[config.mk]
export PLATFORM = sky130hd
export DESIGN_NAME = emz_regs
export DESIGN_NICKNAME = d
export VERILOG_FILES = /design/src/verilog/emz_pkg.sv /design/src/verilog/emz_zone_adjust.sv /design/src/verilog/emz_regs.sv
export SDC_FILE = /design/constraint.sdc
export NUM_CORES = 1
export LEC_CHECK = 0
export BUFFER_PORTS_ARGS = -buffer_cell sky130_fd_sc_hd__buf_4
export CAP_MARGIN = 30
export CELL_PAD_IN_SITES_DETAIL_PLACEMENT = 2
export CELL_PAD_IN_SITES_GLOBAL_PLACEMENT = 2
export CORE_UTILIZATION = 33
export DETAILED_ROUTE_END_ITERATION = 7
export PLACE_DENSITY_LB_ADDON = 0.1
export RECOVER_POWER = 50
export SETUP_SLACK_MARGIN = 0.4
export SLEW_MARGIN = 20
export SYNTH_ARGS = -nofsm -noshare
export SYNTH_HDL_FRONTEND = slang
export SYNTH_HIERARCHICAL = 1
export SYNTH_SLANG_ARGS = --single-unit
[constraint.sdc]
create_clock -name mclk -period 4.8 [get_ports mclk]
set_clock_uncertainty 0.15 [all_clocks]
set_input_delay 0.24 -clock mclk [delete_from_list [all_inputs] [get_ports mclk]]
set_output_delay 0.24 -clock mclk [all_outputs]
set_load 0.01 [all_outputs]
[src/verilog/emz_pkg.sv]
package emz_pkg;

    // Register offsets on the management port
    localparam logic [7:0] EMZ_INPUT_ERROR_MASK_OFS = 8'hEC;
    localparam logic [7:0] EMZ_MISC_ERROR_MASK_OFS = 8'hED;
    localparam logic [7:0] EMZ_ZONE1_OFFSET_OFS = 8'hEE;
    localparam logic [7:0] EMZ_ZONE2_OFFSET_OFS = 8'hEF;

    // Reset values
    localparam logic [7:0] EMZ_INPUT_ERROR_MASK_RST = 8'hFF;
    localparam logic [7:0] EMZ_MISC_ERROR_MASK_RST = 8'h3F;
    localparam logic [7:0] EMZ_ZONE_OFFSET_RST = 8'h00;

    // Writable bits of each register; the rest are reserved
    localparam logic [7:0] EMZ_INPUT_ERROR_MASK_WR = 8'hFF;
    localparam logic [7:0] EMZ_MISC_ERROR_MASK_WR = 8'h3F;
    localparam logic [7:0] EMZ_ZONE_OFFSET_WR = 8'h3F;

    // Field positions in the miscellaneous error mask
    localparam int EMZ_REGULATOR1_HOT_POS = 0;
    localparam int EMZ_REGULATOR2_HOT_POS = 1;
    localparam int EMZ_TERMINATION1_POS = 2;
    localparam int EMZ_TERMINATION2_POS = 3;
    localparam int EMZ_CPU1_DYN_CORE_POS = 4;
    localparam int EMZ_CPU2_DYN_CORE_POS = 5;

    // Sizes
    localparam int EMZ_NUM_INPUTS = 8;
    localparam int EMZ_NUM_ZONES = 2;
    localparam int EMZ_TEMP_W = 8;
    localparam int EMZ_OFFSET_W = 6;

    // Saturation bounds of a corrected temperature, in degrees
    localparam logic [7:0] EMZ_TEMP_MAX = 8'h7F;
    localparam logic [7:0] EMZ_TEMP_MIN = 8'h80;

    // One access from the serial interface engine
    typedef struct packed {
        logic wr;
        logic rd;
        logic [7:0] addr;
        logic [7:0] wdata;
    } emz_reg_req_t;

    // Miscellaneous error events, one bit per regulator, input or CPU
    typedef struct packed {
        logic [1:0] dyn_core;
        logic [1:0] termination;
        logic [1:0] regulator_hot;
    } emz_misc_ev_t;

    // One temperature sample, two's complement degrees
    typedef struct packed {
        logic valid;
        logic [7:0] value;
    } emz_temp_t;

endpackage : emz_pkg

[src/verilog/emz_zone_adjust.sv]
`timescale 1ns/10ps
module emz_zone_adjust #(
    parameter int TEMP_W = 8,
    parameter int OFS_W = 6
) (
    input wire logic mclk,
    input wire logic nrst,
    input emz_pkg::emz_temp_t raw,
    input wire logic [OFS_W-1:0] offset,
    output emz_pkg::emz_temp_t adjusted
);
    import emz_pkg::*;

    logic signed [TEMP_W:0] sum; // One guard bit for overflow
    emz_temp_t next_adjusted; // Next registered sample

    ////////////////////////////////////////////////////////////////////
    // Signed add with saturation, applied as the sample is produced
    always_comb begin
        sum = $signed({raw.value[TEMP_W-1], raw.value})
            + $signed({{(TEMP_W + 1 - OFS_W){offset[OFS_W-1]}}, offset});
        next_adjusted.valid = raw.valid;
        next_adjusted.value = adjusted.value;
        if (raw.valid) begin
            // Clamp rather than wrap: a wrapped hot reading would look cold
            if (sum[TEMP_W] != sum[TEMP_W-1]) begin
                next_adjusted.value = sum[TEMP_W] ? EMZ_TEMP_MIN : EMZ_TEMP_MAX;
            end else begin
                next_adjusted.value = sum[TEMP_W-1:0];
            end
        end
    end

    // Register the corrected sample
    always_ff @(posedge mclk) begin
        if (!nrst) begin
            adjusted <= '0;
        end else begin
            adjusted <= next_adjusted;
        end
    end

    ////////////////////////////////////////////////////////////////////
    // Checks
    adjust_sum_a: assert property (@(posedge mclk) disable iff (!nrst)
        raw.valid && ($signed(raw.value) > -8'sd64)
        && ($signed(raw.value) < 8'sd64)
        |=> adjusted.valid && (adjusted.value == TEMP_W'($past(raw.value)
            + {{(TEMP_W - OFS_W){$past(offset[OFS_W-1])}}, $past(offset)})))
        else $error("corrected temperature is not sample plus offset");
    offset_sign_a: assert property (@(posedge mclk) disable iff (!nrst)
        raw.valid && offset[OFS_W-1] |=>
            $signed(adjusted.value) <= $signed($past(raw.value)))
        else $error("negative offset raised the temperature");
    hold_value_a: assert property (@(posedge mclk) disable iff (!nrst)
        !raw.valid |=> $stable(adjusted.value))
        else $error("corrected temperature changed without a sample");
    neg_offset_c: cover property (@(posedge mclk) disable iff (!nrst)
        raw.valid && offset[OFS_W-1]);

endmodule : emz_zone_adjust

[src/verilog/emz_regs.sv]
`timescale 1ns/10ps
module emz_regs #(
    parameter int NUM_INPUTS = emz_pkg::EMZ_NUM_INPUTS,
    parameter int NUM_ZONES = emz_pkg::EMZ_NUM_ZONES
) (
    input wire logic mclk,
    input wire logic nrst,
    input emz_pkg::emz_reg_req_t host_req,
    output logic [7:0] host_rd_data,
    output logic host_rd_valid,
    input wire logic [NUM_INPUTS-1:0] input_level,
    input wire logic [NUM_INPUTS-1:0] input_event,
    output logic [NUM_INPUTS-1:0] input_state,
    output logic [NUM_INPUTS-1:0] input_error_b,
    output logic [NUM_INPUTS-1:0] input_error_h,
    input emz_pkg::emz_misc_ev_t misc_event,
    output emz_pkg::emz_misc_ev_t misc_error,
    input emz_pkg::emz_temp_t [NUM_ZONES-1:0] zone_raw,
    output emz_pkg::emz_temp_t [NUM_ZONES-1:0] zone_temp
);
    import emz_pkg::*;

    ////////////////////////////////////////////////////////////////////
    // Register state
    logic [7:0] input_error_mask; // One bit per general purpose input
    logic [7:0] misc_error_mask; // Regulator, termination, core voltage
    logic [7:0] zone_offset [NUM_ZONES]; // Zone offsets, bits 7:6 reserved
    logic [7:0] next_input_error_mask;
    logic [7:0] next_misc_error_mask;
    logic [7:0] next_zone_offset [NUM_ZONES];
    logic [7:0] next_rd_data;
    logic next_rd_valid;

    // Event paths
    logic [NUM_INPUTS-1:0] next_input_state;
    logic [NUM_INPUTS-1:0] next_input_error;
    emz_misc_ev_t next_misc_error;

    // Hit test for a register offset, shared by write and read decode
    function automatic logic reg_hit(input logic [7:0] addr, input logic [7:0] ofs);
        reg_hit = (addr == ofs);
    endfunction : reg_hit

    // Write data limited to the writable bits of a register
    function automatic logic [7:0] merge_write(input logic [7:0] wdata,
                                               input logic [7:0] wmask);
        merge_write = wdata & wmask;
    endfunction : merge_write

    ////////////////////////////////////////////////////////////////////
    // Host writes and read mux
    always_comb begin
        next_input_error_mask = input_error_mask;
        next_misc_error_mask = misc_error_mask;
        for (int z = 0; z < NUM_ZONES; z++) begin
            next_zone_offset[z] = zone_offset[z];
        end
        next_rd_valid = host_req.rd;
        next_rd_data = 8'h00; // Unmapped offsets read as zero
        if (host_req.wr) begin
            if (reg_hit(host_req.addr, EMZ_INPUT_ERROR_MASK_OFS)) begin
                next_input_error_mask = merge_write(host_req.wdata,
                                                    EMZ_INPUT_ERROR_MASK_WR);
            end
            if (reg_hit(host_req.addr, EMZ_MISC_ERROR_MASK_OFS)) begin
                next_misc_error_mask = merge_write(host_req.wdata,
                                                   EMZ_MISC_ERROR_MASK_WR);
            end
            if (reg_hit(host_req.addr, EMZ_ZONE1_OFFSET_OFS)) begin
                next_zone_offset[0] = merge_write(host_req.wdata, EMZ_ZONE_OFFSET_WR);
            end
            if (reg_hit(host_req.addr, EMZ_ZONE2_OFFSET_OFS)) begin
                next_zone_offset[1] = merge_write(host_req.wdata, EMZ_ZONE_OFFSET_WR);
            end
        end
        if (host_req.rd) begin
            // Stored values already hold zeros in reserved bits
            if (reg_hit(host_req.addr, EMZ_INPUT_ERROR_MASK_OFS)) begin
                next_rd_data = input_error_mask;
            end else if (reg_hit(host_req.addr, EMZ_MISC_ERROR_MASK_OFS)) begin
                next_rd_data = misc_error_mask;
            end else if (reg_hit(host_req.addr, EMZ_ZONE1_OFFSET_OFS)) begin
                next_rd_data = zone_offset[0];
            end else if (reg_hit(host_req.addr, EMZ_ZONE2_OFFSET_OFS)) begin
                next_rd_data = zone_offset[1];
            end
        end
    end

    // Register file flops; a write and a read in one cycle see the old value
    always_ff @(posedge mclk) begin
        if (!nrst) begin
            input_error_mask <= EMZ_INPUT_ERROR_MASK_RST;
            misc_error_mask <= EMZ_MISC_ERROR_MASK_RST;
            for (int z = 0; z < NUM_ZONES; z++) begin
                zone_offset[z] <= EMZ_ZONE_OFFSET_RST;
            end
            host_rd_data <= 8'h00;
            host_rd_valid <= 1'b0;
        end else begin
            input_error_mask <= next_input_error_mask;
            misc_error_mask <= next_misc_error_mask;
            for (int z = 0; z < NUM_ZONES; z++) begin
                zone_offset[z] <= next_zone_offset[z];
            end
            host_rd_data <= next_rd_data;
            host_rd_valid <= next_rd_valid;
        end
    end

    ////////////////////////////////////////////////////////////////////
    // Error event masking
    always_comb begin
        next_input_state = input_level;
        next_input_error = input_event & ~input_error_mask[NUM_INPUTS-1:0];
        next_misc_error.regulator_hot = misc_event.regulator_hot
            & ~misc_error_mask[EMZ_REGULATOR2_HOT_POS:EMZ_REGULATOR1_HOT_POS];
        next_misc_error.termination = misc_event.termination
            & ~misc_error_mask[EMZ_TERMINATION2_POS:EMZ_TERMINATION1_POS];
        next_misc_error.dyn_core = misc_event.dyn_core
            & ~misc_error_mask[EMZ_CPU2_DYN_CORE_POS:EMZ_CPU1_DYN_CORE_POS];
    end

    // Both status views take the same masked event
    always_ff @(posedge mclk) begin
        if (!nrst) begin
            input_state <= '0;
            input_error_b <= '0;
            input_error_h <= '0;
            misc_error <= '0;
        end else begin
            input_state <= next_input_state;
            input_error_b <= next_input_error;
            input_error_h <= next_input_error;
            misc_error <= next_misc_error;
        end
    end

    ////////////////////////////////////////////////////////////////////
    // Per-zone offset correction; zone_temp is the only temperature
    // handed on, so no consumer can bypass the offset
    generate
        for (genvar z = 0; z < NUM_ZONES; z++) begin : g_zone
            emz_zone_adjust #(
                .TEMP_W(EMZ_TEMP_W),
                .OFS_W(EMZ_OFFSET_W)
            ) u_adjust (
                .mclk(mclk),
                .nrst(nrst),
                .raw(zone_raw[z]),
                .offset(zone_offset[z][EMZ_OFFSET_W-1:0]),
                .adjusted(zone_temp[z])
            );
        end
    endgenerate

    ////////////////////////////////////////////////////////////////////
    // Checks
    mask_reset_a: assert property (@(posedge mclk)
        $rose(nrst) |-> input_error_mask == EMZ_INPUT_ERROR_MASK_RST
            && misc_error_mask == EMZ_MISC_ERROR_MASK_RST)
        else $error("mask registers not at reset value");
    input_block_a: assert property (@(posedge mclk) disable iff (!nrst)
        ##1 ((input_error_b | input_error_h) & $past(input_error_mask)) == '0)
        else $error("masked input raised an error status");
    input_pass_a: assert property (@(posedge mclk) disable iff (!nrst)
        ##1 input_error_b == ($past(input_event) & ~$past(input_error_mask))
            && input_error_h == input_error_b)
        else $error("unmasked input event lost");
    state_live_a: assert property (@(posedge mclk) disable iff (!nrst)
        ##1 input_state == $past(input_level))
        else $error("input state does not follow the input level");
    misc_block_a: assert property (@(posedge mclk) disable iff (!nrst)
        misc_error_mask[1:0] == 2'h3 |=> misc_error.regulator_hot == 2'h0)
        else $error("masked regulator event passed");
    dyn_core_a: assert property (@(posedge mclk) disable iff (!nrst)
        misc_event.dyn_core[0] && !misc_error_mask[4] |=> misc_error.dyn_core[0])
        else $error("unmasked core voltage event lost");
    zone_reserved_a: assert property (@(posedge mclk) disable iff (!nrst)
        host_req.wr && host_req.addr == 8'hEE |=> zone_offset[0]
            == ($past(host_req.wdata) & 8'h3F))
        else $error("zone offset write not limited to six bits");
    read_reserved_a: assert property (@(posedge mclk) disable iff (!nrst)
        host_req.rd && host_req.addr == 8'hED |=> host_rd_valid
            && host_rd_data[7:6] == 2'h0)
        else $error("reserved bits read nonzero");
    // Fully masked groups must stay silent whatever the events do
    term_block_a: assert property (@(posedge mclk) disable iff (!nrst)
        misc_error_mask[3:2] == 2'h3 |=> misc_error.termination == 2'h0)
        else $error("masked termination event passed");
    dyn_block_a: assert property (@(posedge mclk) disable iff (!nrst)
        misc_error_mask[5:4] == 2'h3 |=> misc_error.dyn_core == 2'h0)
        else $error("masked core voltage event passed");
    // Offsets must come back to zero on every reset, mid-run ones too
    zone_reset_a: assert property (@(posedge mclk)
        $rose(nrst) |-> zone_offset[0] == EMZ_ZONE_OFFSET_RST
            && zone_offset[1] == EMZ_ZONE_OFFSET_RST)
        else $error("zone offsets not at reset value");
    // Writes keep only the defined fields; reserved bits stay zero
    misc_write_a: assert property (@(posedge mclk) disable iff (!nrst)
        host_req.wr && host_req.addr == EMZ_MISC_ERROR_MASK_OFS |=> misc_error_mask
            == ($past(host_req.wdata) & EMZ_MISC_ERROR_MASK_WR))
        else $error("misc mask write not limited to six bits");
    zone2_write_a: assert property (@(posedge mclk) disable iff (!nrst)
        host_req.wr && host_req.addr == EMZ_ZONE2_OFFSET_OFS |=> zone_offset[1]
            == ($past(host_req.wdata) & EMZ_ZONE_OFFSET_WR))
        else $error("zone 2 offset write not limited to six bits");
    input_write_a: assert property (@(posedge mclk) disable iff (!nrst)
        host_req.wr && host_req.addr == EMZ_INPUT_ERROR_MASK_OFS |=> input_error_mask
            == $past(host_req.wdata))
        else $error("input mask write lost");
    write_mask_c: cover property (@(posedge mclk) disable iff (!nrst)
        host_req.wr && host_req.addr == 8'hEC ##1 host_req.rd && host_req.addr == 8'hEC);
    event_pass_c: cover property (@(posedge mclk) disable iff (!nrst) |input_error_b);
    zone_sample_c: cover property (@(posedge mclk) disable iff (!nrst)
        zone_raw[1].valid && zone_offset[1] != 8'h00);

endmodule : emz_regs

==> run metrics <==
outcome=completed; CP Cell Sequence=ha_1 > inv_1 > fa_1 > nand2b_1 > o2bb2ai_2 > or3_1 > a41o_1 > maj3_2 > a21oi_2; Core ar.=about 11000 um^2; Layout Nets=593; number of synthesized flops with an enable pin=0; 1st-iter DRT viols=64; setup_tns=0 ns; vias=3424; Die Y=about 110 um; Synth Area per Inst=9.771 um^2; worst reg2reg setup slack=slightly above 2 ns; sequential fraction of the synthesis area=0.3910; Syn Nets=~470; largest net degree at the start of global routing=61; Area Growth Syn to Fin=31.96%; Hold Fails Final Rpt=0; Post-Route WL=approximately 11 mm; Post-Layout Cell Count=663; synthesized flop and latch total=75; clock root cell=clkbuf_16; number of global-route vias before repair=about 3500; largest cells by area after synthesis=dfxtp_1 (39%), ha_1 (5.2%), mux2i_1 (3.9%); 1st-pass router iterations=4; Routed WL per cell=17.30 um; DRC viols=0; CTS max path bufs=2; Power Dens Cells=298.0 nW/um^2; Tot GR Track Use=0.2039; Detailed Place HPWL=8.204 mm; cells after synthesis=between 300 and 400; Initial Util=0.3377; grt ovf=0; RSZ-0062 raised after global routing=no; worst-path fanout max=8; Yosys cell types=66; R2R cell count=9; Max Cap Viol=0; Post-synth ARST share=0; P_leak=0.002136 uW; max_slew headroom=0.5022; HP Class=in -> reg; crit-path max cell delay=approximately 0.40 ns; critical path capture point type=flip-flop; Synth area leader=dfxtp_1; Die ar.=12070 um^2; CTS tree=built; WP data required=4.92 ns; max-slew violations=0; Worst Path Arrival=2.86 ns; Max VDD drop=0.1347 mV; CP endpoint=g_zone[0].u_adjust/adjusted[2]; # H-tree levels=3; Post-CTS Hold Fix Bufs=24; Num CTS Buffers=9; CTS sink count=75; worst slew pin tran=0.7466 ns; Crit-path slowest cell=fa_1; n_diodes=0; post-route antenna net violation count=0; Critical path origin=zone_offset[0][0]; placed insts=623; first-pass GRT wire length=18.26 mm; I/O Pins=117; Fmax achieved=between 300 and 400 MHz; IO buf count=116; routed vias/inst=5.164; reg2reg end=g_zone[0].u_adjust/adjusted[2]; layout cells sized above 1=0.2500; Critical R2R Launch=zone_offset[0][0]; final worst path period share=0.5717; final core utilization=0.4457; Final Wtd Congestion=around 0.70; Worst-Skew Late Latency=0.34 ns; setup bufs post-CTS=0; site row count=39; Die X-Extent=~110 um; Crit Path Class=reg -> reg; Final setup viols=0; Post-CTS Resized=0; top_reg_cell synth=dfxtp_1; yosys warns=6; Clock transition at path regs=about 0.060 ns; initial antenna violation count=0; Yosys top cell area share=0.3910; CP Launch Type=flip-flop; cell area after synthesis=3840 um^2; Period minus WS final=2.744 ns
flip-flops by register name, summed over array words and instances, names as in the netlist:
register / flops
input_state: 8
input_error_mask: 8
misc_error: 6
zone_offset: 12
input_error_h: 8
host_rd_data: 8
g_zone.u_adjust/adjusted: 18
host_rd_valid: 1
misc_error_mask: 6
final cells by class:
class                   count  area (um^2)
clock buffers              10        229.0
clock inverters             6        65.06
fillers                  1301         6302
inverters                  21        78.83
multi-input cells         268         2049
flip-flops and latches     75         1501
well taps                 143        178.9
repair buffers            140        964.7
cell usage after synthesis, drive strengths merged (2+ instances only):
library cell / instances
dfxtp: 75
nand2: 33
buf: 24
nor2: 21
inv: 20
o21ai: 20
a21oi: 17
ha: 16
mux2i: 15
and2: 14
nor2b: 11
nand3: 10
o31ai: 9
and3: 8
nand4: 8
a41oi: 7
maj3: 7
mux4: 6
o211ai: 6
xor2: 6
a31oi: 5
clkbuf: 5
nand2b: 5
a211oi: 4
nor3: 4
nor3b: 3
a2111oi: 2
a21o: 2
a311oi: 2
and2b: 2
fa: 2
nor4: 2
o2111ai: 2
xnor2: 2
worst min-delay path by stage:
stage / startpoint / endpoint / slack [ns] / depth (start not counted)
floorplan: input_event[0] / input_error_h[0] / 0.20 / 2
global placement: misc_event[3] / misc_error[3] / 0.30 / 2
detailed placement: misc_event[3] / misc_error[3] / 0.30 / 2
CTS: host_req[7] / input_error_mask[7] / 0.02 / 3
global route: host_req[1] / input_error_mask[1] / 0.04 / 3
finish: host_req[7] / input_error_mask[7] / 0.02 / 3
power by group:
group	total (uW)	internal, uW	switching (uW)
Clock	681	404	277
Combinational	185	92.2	92.6
Sequential	644	638	6.43
Total	1510	1130	376
through the flow:
step / hold slack, ns / setup slack, ns / instance area, um^2 / power, uW
5_1_grt: 0.04451 / 1.914 / 5067 / 1573
3_3_place_gp: 0.2952 / 2.187 / 4679 / 832.0
6_report: 0.02469 / 2.056 / 5067 / 1510
3_5_place_dp: 0.3000 / 2.065 / 4679 / 836.6
4_1_cts: 0.02005 / 2.003 / 5214 / 1541
2_1_floorplan: 0.2038 / 2.293 / 3840 / 756.8
cell families (layout without fill, tap and decap cells):
logic type	Yosys count	count (layout)	synth area share
adder cells (fa/ha/maj)	25	25	0.08309
AO/OA/AOI/OAI	84	84	0.1623
flip-flops	75	75	0.3910
buffers and inverters	50	177	0.07527
AND/OR/NAND/NOR	130	130	0.1929
multiplexers	21	21	0.07527
XOR/XNOR	8	8	0.02020
cell usage in the layout (no fill, tap or decap), drive strengths merged, types with 6 or more instances in the layout:
cell,instances
xor2,6
nand2,33
dlygate4sd3,24
and3,8
a41oi,7
a21oi,17
dfxtp,75
maj3,7
inv,21
mux2i,15
o21ai,20
and2,14
nand4,8
o211ai,6
mux4,6
o31ai,9
clkbuf,66
buf,60
nor2,21
ha,16
nand3,10
nor2b,11
worst max-delay path, delay by kind of cell, from the launching register on:
kind	cells	cell delay [ns]
adder cells (fa/ha/maj)	3	0.96
AO/OA/AOI/OAI	3	0.63
AND/OR/NAND/NOR	2	0.51
flip-flops	1	0.35
buffers and inverters	1	0.06
metal layers:
layer / vias up / track usage / part of all wire
met3: 15 / 0.03972 / 0.039
li1: 1652 / - / -
met4: 0 / 0.08476 / 0.018
met5: - / 0 / 0
met2: 71 / 0.3612 / 0.52
met1: 1686 / 0.2386 / 0.42
Note: power is estimated with default switching activity, not from simulation.
